==> src/rtl/mss_consts.vh <==
/*
  Shared constants of the major state sequencer: word fields, operation codes,
  fixed break addresses and the timing counts of one computer cycle.
  Assumes a single 50 MHz clock. Word bit 0 is the most significant bit and
  sits at vector index 17.
*/
`ifndef MSS_CONSTS_VH
`define MSS_CONSTS_VH

// ==========================================================================
// word layout
`define MSS_WORD_W 18
`define MSS_ADDR_W 13
`define MSS_OP_MSB 17
`define MSS_OP_LSB 14
`define MSS_IND_BIT 13
`define MSS_ADDR_MSB 12
`define MSS_EXT_MSB 13
`define MSS_IOT_DEV_MSB 11
`define MSS_IOT_DEV_LSB 6
`define MSS_IOT_DEV_W 6
`define MSS_IOT_PULSES 3

// ==========================================================================
// operation codes (word bits 0-3)
`define MSS_OP_JMP 4'hC
`define MSS_OP_EAE 4'hD
`define MSS_OP_IOT 4'hE
`define MSS_OP_OPR 4'hF

// ==========================================================================
// program interrupt locations
`define MSS_INT_SAVE_ADDR 13'h0000
`define MSS_INT_RESUME_ADDR 13'h0001

// ==========================================================================
// timing
`define MSS_CLK_NS 20
`define MSS_CYCLE_NS 1750
`define MSS_NUM_PHASES 7
`define MSS_NARROW_NS 40
`define MSS_WIDE_NS 70
`define MSS_PHASE_CYC ((`MSS_CYCLE_NS / `MSS_NUM_PHASES) / `MSS_CLK_NS)
`define MSS_NARROW_CYC ((`MSS_NARROW_NS + `MSS_CLK_NS - 1) / `MSS_CLK_NS)
`define MSS_WIDE_CYC ((`MSS_WIDE_NS + `MSS_CLK_NS - 1) / `MSS_CLK_NS)

`endif

==> src/rtl/mss_sequencer.v <==
/*
  Major state sequencer for an 18-bit word processor: instruction class
  decode, fetch/defer/execute/break stepping, memory strobes placed by the
  timing phases, data break and program interrupt breaks.
  Assumes a core memory that returns the addressed word on mem_rdata by the
  start of the third phase while mem_rd_q is high, and that writes
  mem_wdata_q back while mem_wr_q is high. The arithmetic element, I/O
  devices and console are outside and act on the strobes given here.
*/
// How it works
// - opcode taken from word bits 0-3 picks instruction class
// - non-jump direct memory reference: fetch cycle then execute cycle
// - direct jump finishes in fetch, loads new address, no memory operand
// - indirect: jump takes two cycles, other memory references take three
// - augmented instructions decode bits 4-17 as extensions, finish in one cycle
// - codes 64, 70, 74 octal select arithmetic, I/O transfer, operate
// - exactly one of four major states each cycle; break only by request
// - program counter increments by one after instruction word read
// - one-cycle instruction runs late in fetch; two-cycle goes to defer/execute
// - indirect bit set: defer reads operand address, execute follows except for jump
// - execute only for memory reference; loads operand, runs held opcode
// - break entered only at instruction completion
// - data break moves one word, then sequencing resumes where it stopped
// - program interrupt stores counter and link at 0000, resumes at 0001
// - seven timing phases in fixed order each cycle
// - each phase gives narrow 40 ns and wide 80 ns pulse (70 ns rounded up to whole clocks)
// - memory read between second and third phase, write from fourth to end
// - sixteen codes: thirteen memory reference, three augmented
// - I/O transfer addresses 64 devices with up to three command pulses
// - every cycle reads addressed word and writes it back, except data break into memory and interrupt, which write their own word
`timescale 1ns/1ps
`include "mss_consts.vh"

module mss_sequencer #(
  parameter PHASE_CYC = `MSS_PHASE_CYC,
  parameter NARROW_CYC = `MSS_NARROW_CYC,
  parameter WIDE_CYC = `MSS_WIDE_CYC
) (
  input wire clk,
  input wire rst,
  input wire [`MSS_WORD_W-1:0] mem_rdata,
  input wire data_brk_req,
  input wire data_brk_to_mem,
  input wire [`MSS_ADDR_W-1:0] data_brk_addr,
  input wire [`MSS_WORD_W-1:0] data_brk_wdata,
  input wire prog_int_req,
  input wire link_bit,
  output reg [`MSS_ADDR_W-1:0] memory_address_register_q,
  output reg mem_rd_q,
  output reg mem_wr_q,
  output reg [`MSS_WORD_W-1:0] mem_wdata_q,
  output reg [`MSS_WORD_W-1:0] memory_buffer_register_q,
  output reg [3:0] instruction_register_q,
  output reg [`MSS_ADDR_W-1:0] program_counter_q,
  output reg [1:0] major_state_q,
  output reg exec_strobe_q,
  output reg eae_strobe_q,
  output reg operate_command_q,
  output reg [13:0] aug_ext_q,
  output reg [`MSS_IOT_DEV_W-1:0] io_device_q,
  output reg [`MSS_IOT_PULSES-1:0] io_pulse_q,
  output reg data_brk_ack_q,
  output reg [`MSS_WORD_W-1:0] data_brk_rdata_q,
  output reg prog_int_ack_q,
  output wire [2:0] timing_phase_q,
  output wire [6:0] phase_narrow_q,
  output wire [6:0] phase_wide_q
);

  // ========================================================================
  // states
  localparam ST_FETCH = 2'h0;
  localparam ST_DEFER = 2'h1;
  localparam ST_EXEC = 2'h2;
  localparam ST_BREAK = 2'h3;

  localparam PH_T1 = 3'h0;
  localparam PH_T2 = 3'h1;
  localparam PH_T3 = 3'h2;
  localparam PH_T4 = 3'h3;
  localparam PH_T5 = 3'h4;
  localparam PH_T6 = 3'h5;
  localparam PH_T7 = 3'h6;

  // ========================================================================
  // decode helpers
  // codes up to the jump code are the thirteen memory reference ones (incl. jump)
  function is_memref;
    input [3:0] op;
    begin
      is_memref = (op <= `MSS_OP_JMP);
    end
  endfunction

  function is_jump;
    input [3:0] op;
    begin
      is_jump = (op == `MSS_OP_JMP);
    end
  endfunction

  // ========================================================================
  // timing phases
  wire [2:0] phase;
  wire phase_start;
  wire cycle_end;

  mss_timing #(
    .PHASE_CYC(PHASE_CYC),
    .NARROW_CYC(NARROW_CYC),
    .WIDE_CYC(WIDE_CYC)
  ) u_timing (
    .clk(clk),
    .rst(rst),
    .phase_q(phase),
    .phase_start_q(phase_start),
    .cycle_end_q(cycle_end),
    .narrow_q(phase_narrow_q),
    .wide_q(phase_wide_q)
  );

  assign timing_phase_q = phase;

  // ========================================================================
  // working state
  reg brk_is_data_q;
  reg brk_to_mem_q;
  reg indirect_q;
  reg [13:0] ext_q;

  wire at_t2 = phase_start && (phase == PH_T2);
  wire at_t3 = phase_start && (phase == PH_T3);
  wire at_t4 = phase_start && (phase == PH_T4);
  wire at_t5 = phase_start && (phase == PH_T5);

  wire [3:0] op_now = instruction_register_q;
  wire [`MSS_ADDR_W-1:0] mb_addr = memory_buffer_register_q[`MSS_ADDR_MSB:0];

  // next major state and address decided at the end of a cycle
  reg [1:0] state_d;
  reg [`MSS_ADDR_W-1:0] ma_d;
  reg boundary;
  reg take_data_brk;
  reg take_prog_int;

  always @* begin
    state_d = ST_FETCH;
    ma_d = program_counter_q;
    boundary = 1'b0;
    case (major_state_q)
      ST_FETCH: begin
        if (is_memref(op_now) && indirect_q) begin
          state_d = ST_DEFER;
          ma_d = mb_addr;
        end else if (is_memref(op_now) && !is_jump(op_now)) begin
          state_d = ST_EXEC;
          ma_d = mb_addr;
        end else begin
          boundary = 1'b1;
        end
      end
      ST_DEFER: begin
        if (is_jump(op_now)) begin
          boundary = 1'b1;
        end else begin
          state_d = ST_EXEC;
          ma_d = mb_addr;
        end
      end
      ST_EXEC: begin
        boundary = 1'b1;
      end
      ST_BREAK: begin
        boundary = 1'b1;
      end
      default: begin
        boundary = 1'b1;
      end
    endcase
    take_data_brk = boundary && data_brk_req;
    take_prog_int = boundary && !data_brk_req && prog_int_req;
    if (take_data_brk) begin
      state_d = ST_BREAK;
      ma_d = data_brk_addr;
    end else if (take_prog_int) begin
      state_d = ST_BREAK;
      ma_d = `MSS_INT_SAVE_ADDR;
    end
  end

  // ========================================================================
  // sequencing and memory strobes
  // a single state register encodes the major state, so only one can be active
  always @(posedge clk) begin
    if (rst) begin
      major_state_q <= ST_FETCH;
      memory_address_register_q <= {`MSS_ADDR_W{1'b0}};
      program_counter_q <= {`MSS_ADDR_W{1'b0}};
      memory_buffer_register_q <= {`MSS_WORD_W{1'b0}};
      instruction_register_q <= 4'h0;
      indirect_q <= 1'b0;
      ext_q <= 14'h0000;
      mem_rd_q <= 1'b0;
      mem_wr_q <= 1'b0;
      mem_wdata_q <= {`MSS_WORD_W{1'b0}};
      brk_is_data_q <= 1'b0;
      brk_to_mem_q <= 1'b0;
      data_brk_rdata_q <= {`MSS_WORD_W{1'b0}};
    end else begin
      if (at_t2) begin
        mem_rd_q <= 1'b1;
      end
      if (at_t3) begin
        mem_rd_q <= 1'b0;
        memory_buffer_register_q <= mem_rdata;
        case (major_state_q)
          ST_FETCH: begin
            instruction_register_q <= mem_rdata[`MSS_OP_MSB:`MSS_OP_LSB];
            indirect_q <= mem_rdata[`MSS_IND_BIT];
            ext_q <= mem_rdata[`MSS_EXT_MSB:0];
          end
          ST_BREAK: begin
            if (brk_is_data_q) begin
              data_brk_rdata_q <= mem_rdata;
              if (brk_to_mem_q) begin
                memory_buffer_register_q <= data_brk_wdata;
              end
            end else begin
              memory_buffer_register_q <= {link_bit, 4'h0, program_counter_q};
            end
          end
          default: begin
          end
        endcase
      end
      if (at_t4) begin
        mem_wr_q <= 1'b1;
        mem_wdata_q <= memory_buffer_register_q;
        if (major_state_q == ST_FETCH) begin
          program_counter_q <= program_counter_q + 13'h0001;
        end
      end
      if (at_t5) begin
        // jump lands after the fetch increment so it wins over it
        if (is_jump(op_now) && !indirect_q && major_state_q == ST_FETCH) begin
          program_counter_q <= mb_addr;
        end
        if (is_jump(op_now) && major_state_q == ST_DEFER) begin
          program_counter_q <= mb_addr;
        end
        if (major_state_q == ST_BREAK && !brk_is_data_q) begin
          program_counter_q <= `MSS_INT_RESUME_ADDR;
        end
      end
      if (cycle_end) begin
        mem_wr_q <= 1'b0;
        major_state_q <= state_d;
        memory_address_register_q <= ma_d;
        if (take_data_brk) begin
          brk_is_data_q <= 1'b1;
          brk_to_mem_q <= data_brk_to_mem;
        end else if (take_prog_int) begin
          brk_is_data_q <= 1'b0;
          brk_to_mem_q <= 1'b0;
        end
      end
    end
  end

  // ========================================================================
  // operation strobes toward the processing units
  always @(posedge clk) begin
    if (rst) begin
      exec_strobe_q <= 1'b0;
      eae_strobe_q <= 1'b0;
      operate_command_q <= 1'b0;
      aug_ext_q <= 14'h0000;
      io_device_q <= {`MSS_IOT_DEV_W{1'b0}};
      io_pulse_q <= {`MSS_IOT_PULSES{1'b0}};
      data_brk_ack_q <= 1'b0;
      prog_int_ack_q <= 1'b0;
    end else begin
      exec_strobe_q <= at_t5 && (major_state_q == ST_EXEC);
      eae_strobe_q <= at_t5 && (major_state_q == ST_FETCH) && (op_now == `MSS_OP_EAE);
      operate_command_q <= at_t5 && (major_state_q == ST_FETCH) &&
                           (op_now == `MSS_OP_OPR);
      if (at_t5 && major_state_q == ST_FETCH && !is_memref(op_now)) begin
        aug_ext_q <= ext_q;
      end
      if (at_t3 && major_state_q == ST_FETCH &&
          mem_rdata[`MSS_OP_MSB:`MSS_OP_LSB] == `MSS_OP_IOT) begin
        io_device_q <= mem_rdata[`MSS_IOT_DEV_MSB:`MSS_IOT_DEV_LSB];
      end
      // one command pulse per late phase, each gated by its own word bit
      io_pulse_q <= {`MSS_IOT_PULSES{1'b0}};
      if (phase_start && major_state_q == ST_FETCH && op_now == `MSS_OP_IOT) begin
        case (phase)
          PH_T5: io_pulse_q[0] <= ext_q[2];
          PH_T6: io_pulse_q[1] <= ext_q[1];
          PH_T7: io_pulse_q[2] <= ext_q[0];
          default: io_pulse_q <= {`MSS_IOT_PULSES{1'b0}};
        endcase
      end
      data_brk_ack_q <= cycle_end && (major_state_q == ST_BREAK) && brk_is_data_q;
      prog_int_ack_q <= cycle_end && (major_state_q == ST_BREAK) && !brk_is_data_q;
    end
  end

endmodule

==> src/rtl/mss_timing.v <==
/*
  Timing phase generator: seven phases per computer cycle, each phase with a
  narrow and a wide pulse starting on its first clock.
  Assumes a synchronous active-high reset and one free-running clock.
*/
`timescale 1ns/1ps
`include "mss_consts.vh"

module mss_timing #(
  parameter PHASE_CYC = `MSS_PHASE_CYC,
  parameter NARROW_CYC = `MSS_NARROW_CYC,
  parameter WIDE_CYC = `MSS_WIDE_CYC
) (
  input wire clk,
  input wire rst,
  output reg [2:0] phase_q,
  output reg phase_start_q,
  output reg cycle_end_q,
  output reg [6:0] narrow_q,
  output reg [6:0] wide_q
);

  // ========================================================================
  // phase counters
  reg [7:0] cnt_q;
  reg [7:0] cnt_d;
  reg [2:0] phase_d;
  reg [2:0] cnt_phase_q;

  function [6:0] onehot;
    input [2:0] p;
    begin
      onehot = 7'h01 << p;
    end
  endfunction

  always @* begin
    cnt_d = cnt_q + 8'h01;
    phase_d = cnt_phase_q;
    if (cnt_q == PHASE_CYC[7:0] - 8'h01) begin
      cnt_d = 8'h00;
      phase_d = (cnt_phase_q == 3'h6) ? 3'h0 : cnt_phase_q + 3'h1;
    end
  end

  // strobes are registered from the next count so they line up with phase_q
  always @(posedge clk) begin
    if (rst) begin
      cnt_q <= PHASE_CYC[7:0] - 8'h01;
      cnt_phase_q <= 3'h6;
      phase_q <= 3'h6;
      phase_start_q <= 1'b0;
      cycle_end_q <= 1'b0;
      narrow_q <= 7'h00;
      wide_q <= 7'h00;
    end else begin
      cnt_q <= cnt_d;
      cnt_phase_q <= phase_d;
      phase_q <= phase_d;
      phase_start_q <= (cnt_d == 8'h00);
      cycle_end_q <= (phase_d == 3'h6) && (cnt_d == PHASE_CYC[7:0] - 8'h01);
      narrow_q <= (cnt_d < NARROW_CYC[7:0]) ? onehot(phase_d) : 7'h00;
      wide_q <= (cnt_d < WIDE_CYC[7:0]) ? onehot(phase_d) : 7'h00;
    end
  end

endmodule

==> config.mk <==
export PLATFORM = sky130hd
export DESIGN_NAME = mss_sequencer
export DESIGN_NICKNAME = d
export VERILOG_FILES = /design/src/rtl/mss_sequencer.v /design/src/rtl/mss_timing.v
export VERILOG_INCLUDE_DIRS = /design/src /design/src/rtl
export SDC_FILE = /design/constraint.sdc
export NUM_CORES = 1
export LEC_CHECK = 0
export BUFFER_PORTS_ARGS = -buffer_cell sky130_fd_sc_hd__buf_2
export CAP_MARGIN = 20
export CORE_MARGIN = 2
export CORE_UTILIZATION = 35
export CTS_CLUSTER_DIAMETER = 200
export DETAILED_ROUTE_END_ITERATION = 7
export SYNTH_ARGS = -nofsm -noshare
export SYNTH_HDL_FRONTEND = slang
export SYNTH_SLANG_ARGS = --single-unit
==> constraint.sdc <==
create_clock -name clk -period 6.3 [get_ports clk]
set_input_delay 1.575 -clock clk [delete_from_list [all_inputs] [get_ports clk]]
set_output_delay 1.575 -clock clk [all_outputs]
set_load 0.02 [all_outputs]
# Yosys cells after proc, flatten, opt, wreduce, memory -nomap -nowiden
# Index checks and enable logic that the tools add are counted.
totals:
  regBits: 160
  output_inout_bits: 133
  wordCells: 135
classes:
  addsub: 3
  magnitude_cmp: 3
  eq_ne: 17
  n_shift: 1
  muxes: 31
  bitwise_logic: 6
  n_reduce_logical: 45
op_table:
  columns: ["operator", "count"]
  rows:
  - ["two-way mux 13 bit", 11]
  - ["two-way mux 18 bit", 3]
  - ["logical AND 1 bit", 26]
  - ["case mux 13 bit (2 select lines)", 1]
  - ["equality test 4 bit (second input constant)", 5]
  - ["equality test 8 x 4 -> 1 bit (second input constant)", 2]
  - ["adder 13 x 1 -> 13 bit (second input constant)", 1]
  - ["equality test 3 bit (second input constant)", 4]
  - ["two-way mux 2 bit", 5]
  - ["OR reduction 2 bit", 5]
  - ["OR reduction 3 bit", 3]
  - ["adder 8 x 1 -> 8 bit (second input constant)", 1]
  - ["zero test 8 bit", 1]
  - ["less-than comparator 8 x 2 -> 1 bit (second input constant)", 1]
  - ["less-than comparator 8 x 3 -> 1 bit (second input constant)", 1]
  - ["two-way mux 8 bit", 1]
  - ["<< shifter 1 x 3 -> 7 bit (first input constant)", 1]
  - ["equality test 3 x 2 -> 1 bit (second input constant)", 2]
  - ["two-way mux 1 bit", 6]
  - ["two-way mux 3 bit", 2]
  - ["inverter 1 bit", 6]
  - ["zero test 1 bit", 5]
  - ["equality test 2 bit (second input constant)", 2]
  - ["less-or-equal comparator 4 bit (second input constant)", 1]
  - ["9 further kinds", 10]

# Longest topological paths before layout
# Gate-level depths: netlist (run 1).
depth:
  word_depth: 10
  ltp_mapped: 9

# Cells and area by module
# From an unflattened synthesis (run 1), not the netlist that was laid out.
hier_totals:
  hier_cells: 780
  area_unflattened_um2: 6879.1
modules_own_cells:
  columns: ["mod", "n_inst", "cells_per_inst", "area_each_um2", "seq_area_each_um2"]
  rows:
  - ["mss_sequencer", 1, 653, 5632.9, 2642.5]
  - ["mss_timing", 1, 127, 1246.2, 540.5]

# Worst setup path before layout (run 1)
# No wires, ideal clock.
synth_path:
  path_type: "input port to flip-flop"
  start: "input rst"
  end: "register memory_buffer_register_q[10]"
  setup_time_ps: 60
  arrival_ps: 2568
  required_time_ps: 6240
  path_slack_ps: 3672
  stages: 4
  path_buffers: 2
  cell_sequence: "clkbuf_1 -> nor2_1 -> clkbuf_1 -> a22o_1"
synth_lines:
  columns: ["item", "line", "rtl"]
  rows:
  - ["start, declared", "mss_sequencer.v:40", "input wire rst,"]
  - ["end signal, assigned", "mss_sequencer.v:199", "memory_buffer_register_q <= {`MSS_WORD_W{1'b0}};"]
  - ["end signal, assigned", "mss_sequencer.v:215", "memory_buffer_register_q <= mem_rdata;"]
  - ["end signal, assigned", "mss_sequencer.v:226", "memory_buffer_register_q <= data_brk_wdata;"]
  - ["end, declared", "mss_sequencer.v:52", "output reg [`MSS_WORD_W-1:0] memory_buffer_register_q,"]

==> run_results.csv, run 1 <==
group,metric,value,unit
run_status,status,"finished, final reports clean",
place,place.gp.congestion,0.8349,
place,dp_hpwl,14340,um
synth,ys_types,56,
synth,synth.most_common_cell,"nand2_1",
timing,finalCritPeriodShare,51.94,%
synth,async_flop_share,0,%
hold_path,whs_path_depth,2,
cts,postCtsSetupRepairBufs,0,
power,irDropWorstVdd,0.1800,mV
synth,yosys-top-cells-count,"nand2_1, dfxtp_1, a21oi_1, nor2_1, mux2i_1",
cts,clock_latency,0.42,ns
cts,post_cts_resized,0,
synth,synth-xor-area-share,2.243,%
power,leakage,3.677,nW
global_route,grt_pass1_wl,30770,um
finish,fillers,1901,
setup_path,end_kind,"register",
cts,numCtsBuffers,17,
global_route,antenna_found_initial,2,
global_route,grt_start_max_net_pins,65,
setup_path,crit_fanout,64,
global_route,grt_pass1_vias,5565,
floorplanning,die_h,141.7,um
synth,synthCells,779,
detailed_routing,drtIter0Drc,348,
detailed_routing,wl_met2,9369,um
timing,finalSetupViolCount,0,
place,placed_cells,1157,
cts,cts_tree,"yes",
synth,synth_compound_area_share,16.55,%
place,dp_slack,2.654,ns
synth,yosys.area_share.simple,22.73,%
hold_path,hp-start,"mem_wdata_q[13]$_SDFFE_PP0N_",
job,cap_violations,0,
power,p_per_area,310.6,mW/mm^2
synth,seq_area_frac_synth,47.95,%
hold_path,hp-class,"reg2reg",
timing,worst_slack,3.028,ns
detailed_routing,wl,20020,um
finish,drive_gt1_share,24.50,%
setup_path,rrSetupSlack,3.76,ns
detailed_routing,postRouteAntennaNets,0,
cts,cts_hold_buf,0,
detailed_routing,drcViolationCount,0,
synth,synth_top_family_by_area,"simple AND/OR/NAND/NOR gates",
cts,h-tree-depth,4,
floorplanning,coreArea,0.01864,mm^2
synth,synth_adder_area_share,0.9423,%
timing,timing.fmax,305.6,MHz
global_route,grt_usage,19.79,%
cts,cts_sinks,159,
detailed_routing,wl_per_cell,16.82,um
timing,tns,0,ns
cts,cts.path.max_buffers,2,
synth,syn_area,0.006639,mm^2
place,io_buffers,187,
finish,layout.nets,1003,
synth,avgSynthCellArea,8.522,um^2
floorplanning,die_x,141.7,um
floorplanning,num_io_pins,188,
synth,synth_top_area_cell,"dfxtp_1",
synth,yosys_warnings,0,
timing,slew_viol_final,0,
timing,fin_worst_skew,0.009184,ns
synth,ys_top_cells_by_area,"dfxtp_1, nand2_1, mux2i_1",
synth,synth-main-ff-cell,"dfxtp_1",
floorplanning,dieArea,0.02009,mm^2
detailed_routing,firstDrtPassIters,6,
synth,synth_edf_count,0,
finish,area_delta_synth_final,25.05,%
cts,cts-root-buf,"clkbuf_16",
setup_path,reg2reg_from,"major_state_q[0]$_SDFFE_PP0P_",
setup_path,path_class,"in2reg",
detailed_routing,vias_per_cell,5.116,
cts,path_clk_slew,0.06,ns
finish,final_cells,1190,
floorplanning,start_util,35.61,%
detailed_routing,num_vias,6088,
timing,rsz0062_at_grt,"false",
detailed_routing,routed.top_layer,"met5",
synth,synth_nets,839,
setup_path,worstPathArrival,3.62,ns
hold_path,worst_hold_path.endpoint,"mem_wdata_q[13]$_SDFFE_PP0N_",
synth,synth_top_area_share,47.95,%
setup_path,r2r-end,"memory_address_register_q[9]$_SDFFE_PP0P_",
detailed_routing,wl_met3,1102,um
timing,slew_headroom,29.97,%
timing,period_needed,3.272,ns
global_route,grt_overflow,0,
setup_path,crit_path_start_kind,"input port",
setup_path,cp.required,6.65,ns
synth,ys_ff_latch,159,
synth,synthMuxAreaShare,6.031,%
floorplanning,num_rows,50,
timing,worst_pin_slew,1.047,ns
detailed_routing,wl_met1,9291,um
timing,hold_violations,0,
setup_path,r2r_cells,4,
## worst max-delay path by stage
stage,start,endpoint,cells past startpoint
6_report,rst,memory_buffer_register_q[15]$_SDFFE_PP0P_,5
5_1_grt,rst,memory_buffer_register_q[15]$_SDFFE_PP0P_,5
4_1_cts,rst,memory_buffer_register_q[15]$_SDFFE_PP0P_,5
3_5_place_dp,rst,memory_buffer_register_q[16]$_SDFFE_PP0P_,5
3_3_place_gp,rst,memory_buffer_register_q[15]$_SDFFE_PP0P_,5
2_1_floorplan,rst,memory_buffer_register_q[10]$_SDFFE_PP0P_,4
## worst max-delay path, cell delays in order
cell	delay [ns]
buf_4	0.32
buf_4	0.40
nor2_1	0.84
nand2_1	0.23
o21ai_0	0.21
## power by group
group          internal [W]  leakage, nW  total (W)  switching (W)
registers           0.00105         1.28    0.00113      0.0000829
logic              0.000157         2.12   0.000429       0.000272
clock network      0.000613        0.278    0.00102       0.000405
## metal layers
layer	GRT usage (%)	up-vias
li1	-	3038
met1	26.46	2849
met2	32.04	181
met3	4.691	18
met4	5.526	2
met5	0	-
## sequential cells by signal, summed over array words and instances, names as in the netlist, 2 cells and up
name	count
data_brk_rdata_q	18
mem_wdata_q	18
memory_buffer_register_q	18
aug_ext_q	14
ext_q	13
memory_address_register_q	13
program_counter_q	13
u_timing.cnt_q	8
u_timing.narrow_q	7
u_timing.wide_q	7
io_device_q	6
instruction_register_q	4
io_pulse_q	3
u_timing.cnt_phase_q	3
major_state_q	2
## layout make-up
type                            count  area (um^2)  area share (%)
Multi-Input combinational cell    564         3222           38.81
Antenna cell                        1        2.502         0.03014
Inverter                            8        30.03          0.3617
Clock inverter                      9        110.1           1.326
Sequential cell                   159         3183           38.34
Tap cell                          234        292.8           3.527
Clock buffer                       22        474.2           5.712
Timing Repair Buffer              193        987.2           11.89
## stage by stage
stage	util, %	hold WS (ns)	total power, W	area [um^2]
floorplan	-	0.4279	0.001446	6639
global placement	41.32	0.4402	0.001572	7704
detailed placement	41.32	0.4437	0.001575	7704
CTS	44.46	0.4522	0.002594	8288
global route	44.53	0.4719	0.002696	8302
finish	44.53	0.4499	0.002579	8302
## kinds of logic (layout without fill, tap and decap cells)
| family | Yosys count | in the layout |
|---|---|---|
| DFF | 159 | 159 |
| buffers and inverters | 56 | 232 |
| and+or+nand+nor | 329 | 329 |
| other | 0 | 1 |
| adders and majority gates | 5 | 5 |
| AOI/OAI and AO/OA | 173 | 173 |
| xor gates and xnor gates | 17 | 17 |
| muxes | 40 | 40 |
## cell usage in the layout, fill, tap and decap left out, drive strengths merged, types with 11 or more instances in the layout
master / count
buf: 193
nand2: 169
dfxtp: 159
a21oi: 71
nor2: 61
mux2i: 40
o21ai: 34
clkbuf: 22
nand3: 21
a22o: 15
nand2b: 15
nor3: 14
and3: 11
o211ai: 11
Note: power is estimated with default switching activity, not from simulation.
==> run 2: changes to the inputs <==
--- a/config.mk
+++ b/config.mk
@@ -6,6 +6,7 @@
 export SDC_FILE = /design/constraint.sdc
 export NUM_CORES = 1
 export LEC_CHECK = 0
+export ABC_AREA = 1
 export BUFFER_PORTS_ARGS = -buffer_cell sky130_fd_sc_hd__buf_2
 export CAP_MARGIN = 20
 export CORE_MARGIN = 2
==> constraint.sdc (replaced) <==
create_clock -name clk -period 3.1 [get_ports clk]
set_input_delay 0.775 -clock clk [delete_from_list [all_inputs] [get_ports clk]]
set_output_delay 0.775 -clock clk [all_outputs]
set_load 0.02 [all_outputs]
==> run 2 against run 1 <==
Final cell count grew 18%. Largest cell class is now registers. Flip-flop and latch count is the same. Combinational power grew to 2.6 times the previous value. Worst hold slack gained 0.012 ns. Non-clock buffer count grew 9. Synthesized cell count grew 23%. Synthesized area grew 4.2%. Count of clock-buffer cells in the layout shrank 4. Highest routed layer unchanged. First-iteration DRC count grew 56%. Power grew 120%.
==> run_results.csv, run 2 <==
group,metric,value,unit
power,power_frac_clock,38.3,%
finish,reg_top3,"data_brk_rdata_q x18, mem_wdata_q x18, memory_buffer_register_q x18",
timing,timing.fmax,460.8,MHz
cts,numCtsBuffers,17,
global_route,grt_usage,22.22,%
detailed_routing,firstDrtPassIters,5,
timing,slew_viol_final,0,
finish,drive_gt1_share,22.75,%
finish,n_antenna_cell,0,
finish,final_cell_mix,"nand2_1, buf_2, dfxtp_1",
job,cap_violations,0,
timing,slew_headroom,49.84,%
finish,layout.nets,1190,
detailed_routing,drcViolationCount,0,
synth,yosys_warnings,0,
cts,cts_tree,"yes",
setup_path,path_common_cell,"nand2_1",
finish,fillers,2019,
floorplanning,num_io_pins,188,
place,place.gp.congestion,0.8932,
timing,hold_violations,0,
power,p_per_area,644.2,mW/mm^2
place,dp_hpwl,17040,um
timing,rsz0062_at_grt,"false",
synth,avgSynthCellArea,7.197,um^2
setup_path,crit_fanout,17,
detailed_routing,wl_per_cell,16.34,um
cts,path_clk_slew,0.06,ns
hold_path,hp-class,"reg2reg",
run_status,status,"finished, final reports clean",
synth,async_flop_share,0,%
synth,synth_top_area_cell,"dfxtp_1",
power,irDropWorstVdd,0.4284,mV
detailed_routing,drtIter0Drc,542,
timing,tns,0,ns
cts,cts.path.max_buffers,2,
cts,clock_latency,0.43,ns
power,swShare,33.34,%
synth,synth_edf_count,0,
floorplanning,start_util,35.66,%
synth,syn_area,0.006917,mm^2
cts,cts_sinks,159,
detailed_routing,postRouteAntennaNets,0,
setup_path,cpMaxStageDelayCell,"nand2_1",
setup_path,cp.required,3.42,ns
timing,worst_slack,0.9297,ns
setup_path,path_class,"reg2reg",
setup_path,worstPathArrival,2.49,ns
synth,ys_types,36,
timing,period_needed,2.170,ns
cts,cts_hold_buf,0,
global_route,antenna_found_initial,1,
cts,cts-root-buf,"clkbuf_16",
setup_path,path_cells,"nand2_1 -> inv_1 -> nand2_1 -> nand2_1 -> nand2_1 -> nand2_1 -> nand2_1 -> a21oi_1 -> nor2_1",
finish,final_cells,1408,
cts,h-tree-depth,4,
timing,fin_worst_skew,0.01027,ns
finish,area_delta_synth_final,25.11,%
place,dp_slack,0.8213,ns
power,pwr-share-seq,41.3,%
place,placed_cells,1376,
detailed_routing,vias_per_cell,4.955,
synth,ys_top_cells_by_area,"dfxtp_1, nand2_1, a21oi_1",
cts,postCtsSetupRepairBufs,0,
place,io_buffers,187,
setup_path,cpPeakStageDelay,0.47,ns
cts,post_cts_resized,0,
synth,ys_ff_latch,159,
floorplanning,die_x,144.6,um
power,p_int,0.003716,W
synth,seq_area_frac_synth,46.02,%
global_route,grt_start_max_net_pins,42,
synth,synth-main-ff-cell,"dfxtp_1",
floorplanning,dieArea,0.02090,mm^2
synth,synthCells,961,
floorplanning,num_rows,51,
floorplanning,coreArea,0.01940,mm^2
global_route,grt_overflow,0,
setup_path,crit_path_start_kind,"register",
detailed_routing,num_vias,6977,
power,leakage,4.078,nW
floorplanning,die_h,144.6,um
synth,yosys-top-cells-count,"nand2_1, dfxtp_1, a21oi_1, o21ai_0, inv_1",
timing,finalSetupViolCount,0,
setup_path,end_kind,"register",
power,power_frac_comb,20.3,%
global_route,grt_pass1_wl,35570,um
detailed_routing,wl,23000,um
setup_path,rrSetupSlack,0.93,ns
power,switchingPower,0.001858,W
timing,finalCritPeriodShare,70.01,%
finish,mostFrequentLayoutCell,"nand2_1",
synth,synth_nets,1021,
timing,worst_pin_slew,0.7503,ns
synth,synth_top_area_share,46.02,%
synth,synth.most_common_cell,"nand2_1",
global_route,grt_pass1_vias,6554,
-- run 2: changes by cell type after synthesis, sizes merged, moves of 23 or more --
| cell | before | now |
|---|---|---|
| nor2 | 61 | 84 |
| a21oi | 71 | 121 |
| nand2 | 169 | 204 |
| nand3 | 21 | 67 |
| o21ai | 34 | 110 |
| mux2i | 40 | 0 |
| inv | 8 | 97 |
-- run 2: area by class of cell --
class                   count  area, um^2  share of cell area, %
clock buffers              18       439.2                  5.075
clock inverters            14       158.9                  1.836
inverters                  97       364.1                  4.208
well taps                 265       331.6                  3.832
repair buffers            202        1049                  12.12
flip-flops and latches    159        3183                  36.78
multi-input cells         653        3128                  36.15
-- run 2: routing by layer --
layer,vias to the layer above,part of all wire [%],GRT usage [%]
li1,3512,-,-
met1,3171,46,30.62
met2,256,44,34.65
met3,36,7.5,5.298
met4,2,2.0,6.438
met5,-,0.057,0
-- run 2: power by group through the flow --
stage / logic [W] / clock network [W] / registers (W)
after floorplan: 0.000732 / 0 / 0.00241
after global placement: 0.00112 / 0 / 0.00235
after detailed placement: 0.00113 / 0 / 0.00235
after CTS: 0.00114 / 0.00216 / 0.00231
after global routing: 0.00128 / 0.00224 / 0.00233
final: 0.00113 / 0.00214 / 0.00230
-- run 2: logic make-up (layout without fill, tap and decap cells) --
kind of cell | count (synthesis) | in the layout | synth area share, %
compound gates | 246 | 246 | 18.38
xor+xnor | 6 | 6 | 0.7598
fa+ha+maj | 5 | 5 | 0.9045
buf+inv | 149 | 331 | 8.755
flops | 159 | 159 | 46.02
simple gates | 396 | 396 | 25.18
-- run 2: final timing paths --
path | end | cells after the start | start
max | memory_address_register_q[11]$_SDFFE_PP0P_ | 9 | instruction_register_q[3]$_SDFFE_PP0P_
min | aug_ext_q[1]$_SDFFE_PP0P_ | 2 | aug_ext_q[1]$_SDFFE_PP0P_
max reg2reg | memory_address_register_q[11]$_SDFFE_PP0P_ | 9 | instruction_register_q[3]$_SDFFE_PP0P_
min reg2reg | aug_ext_q[1]$_SDFFE_PP0P_ | 2 | aug_ext_q[1]$_SDFFE_PP0P_
-- run 2: metrics by stage --
step	instance area, um^2	power (W)	hold slack (ns)	util, %
floorplan	6917	0.003146	0.4256	-
global placement	8055	0.003464	0.4480	41.52
detailed placement	8055	0.003479	0.4527	41.52
CTS	8653	0.005598	0.4660	44.61
global route	8653	0.005854	0.4854	44.61
finish	8653	0.005574	0.4619	44.61
-- run 2: critical path: cells and delay by family, from the launching register on --
kind	cells	cell delay [ns]
AO/OA/AOI/OAI	1	0.14
buffers and inverters	1	0.15
flip-flops	1	0.36
AND/OR/NAND/NOR	7	1.40
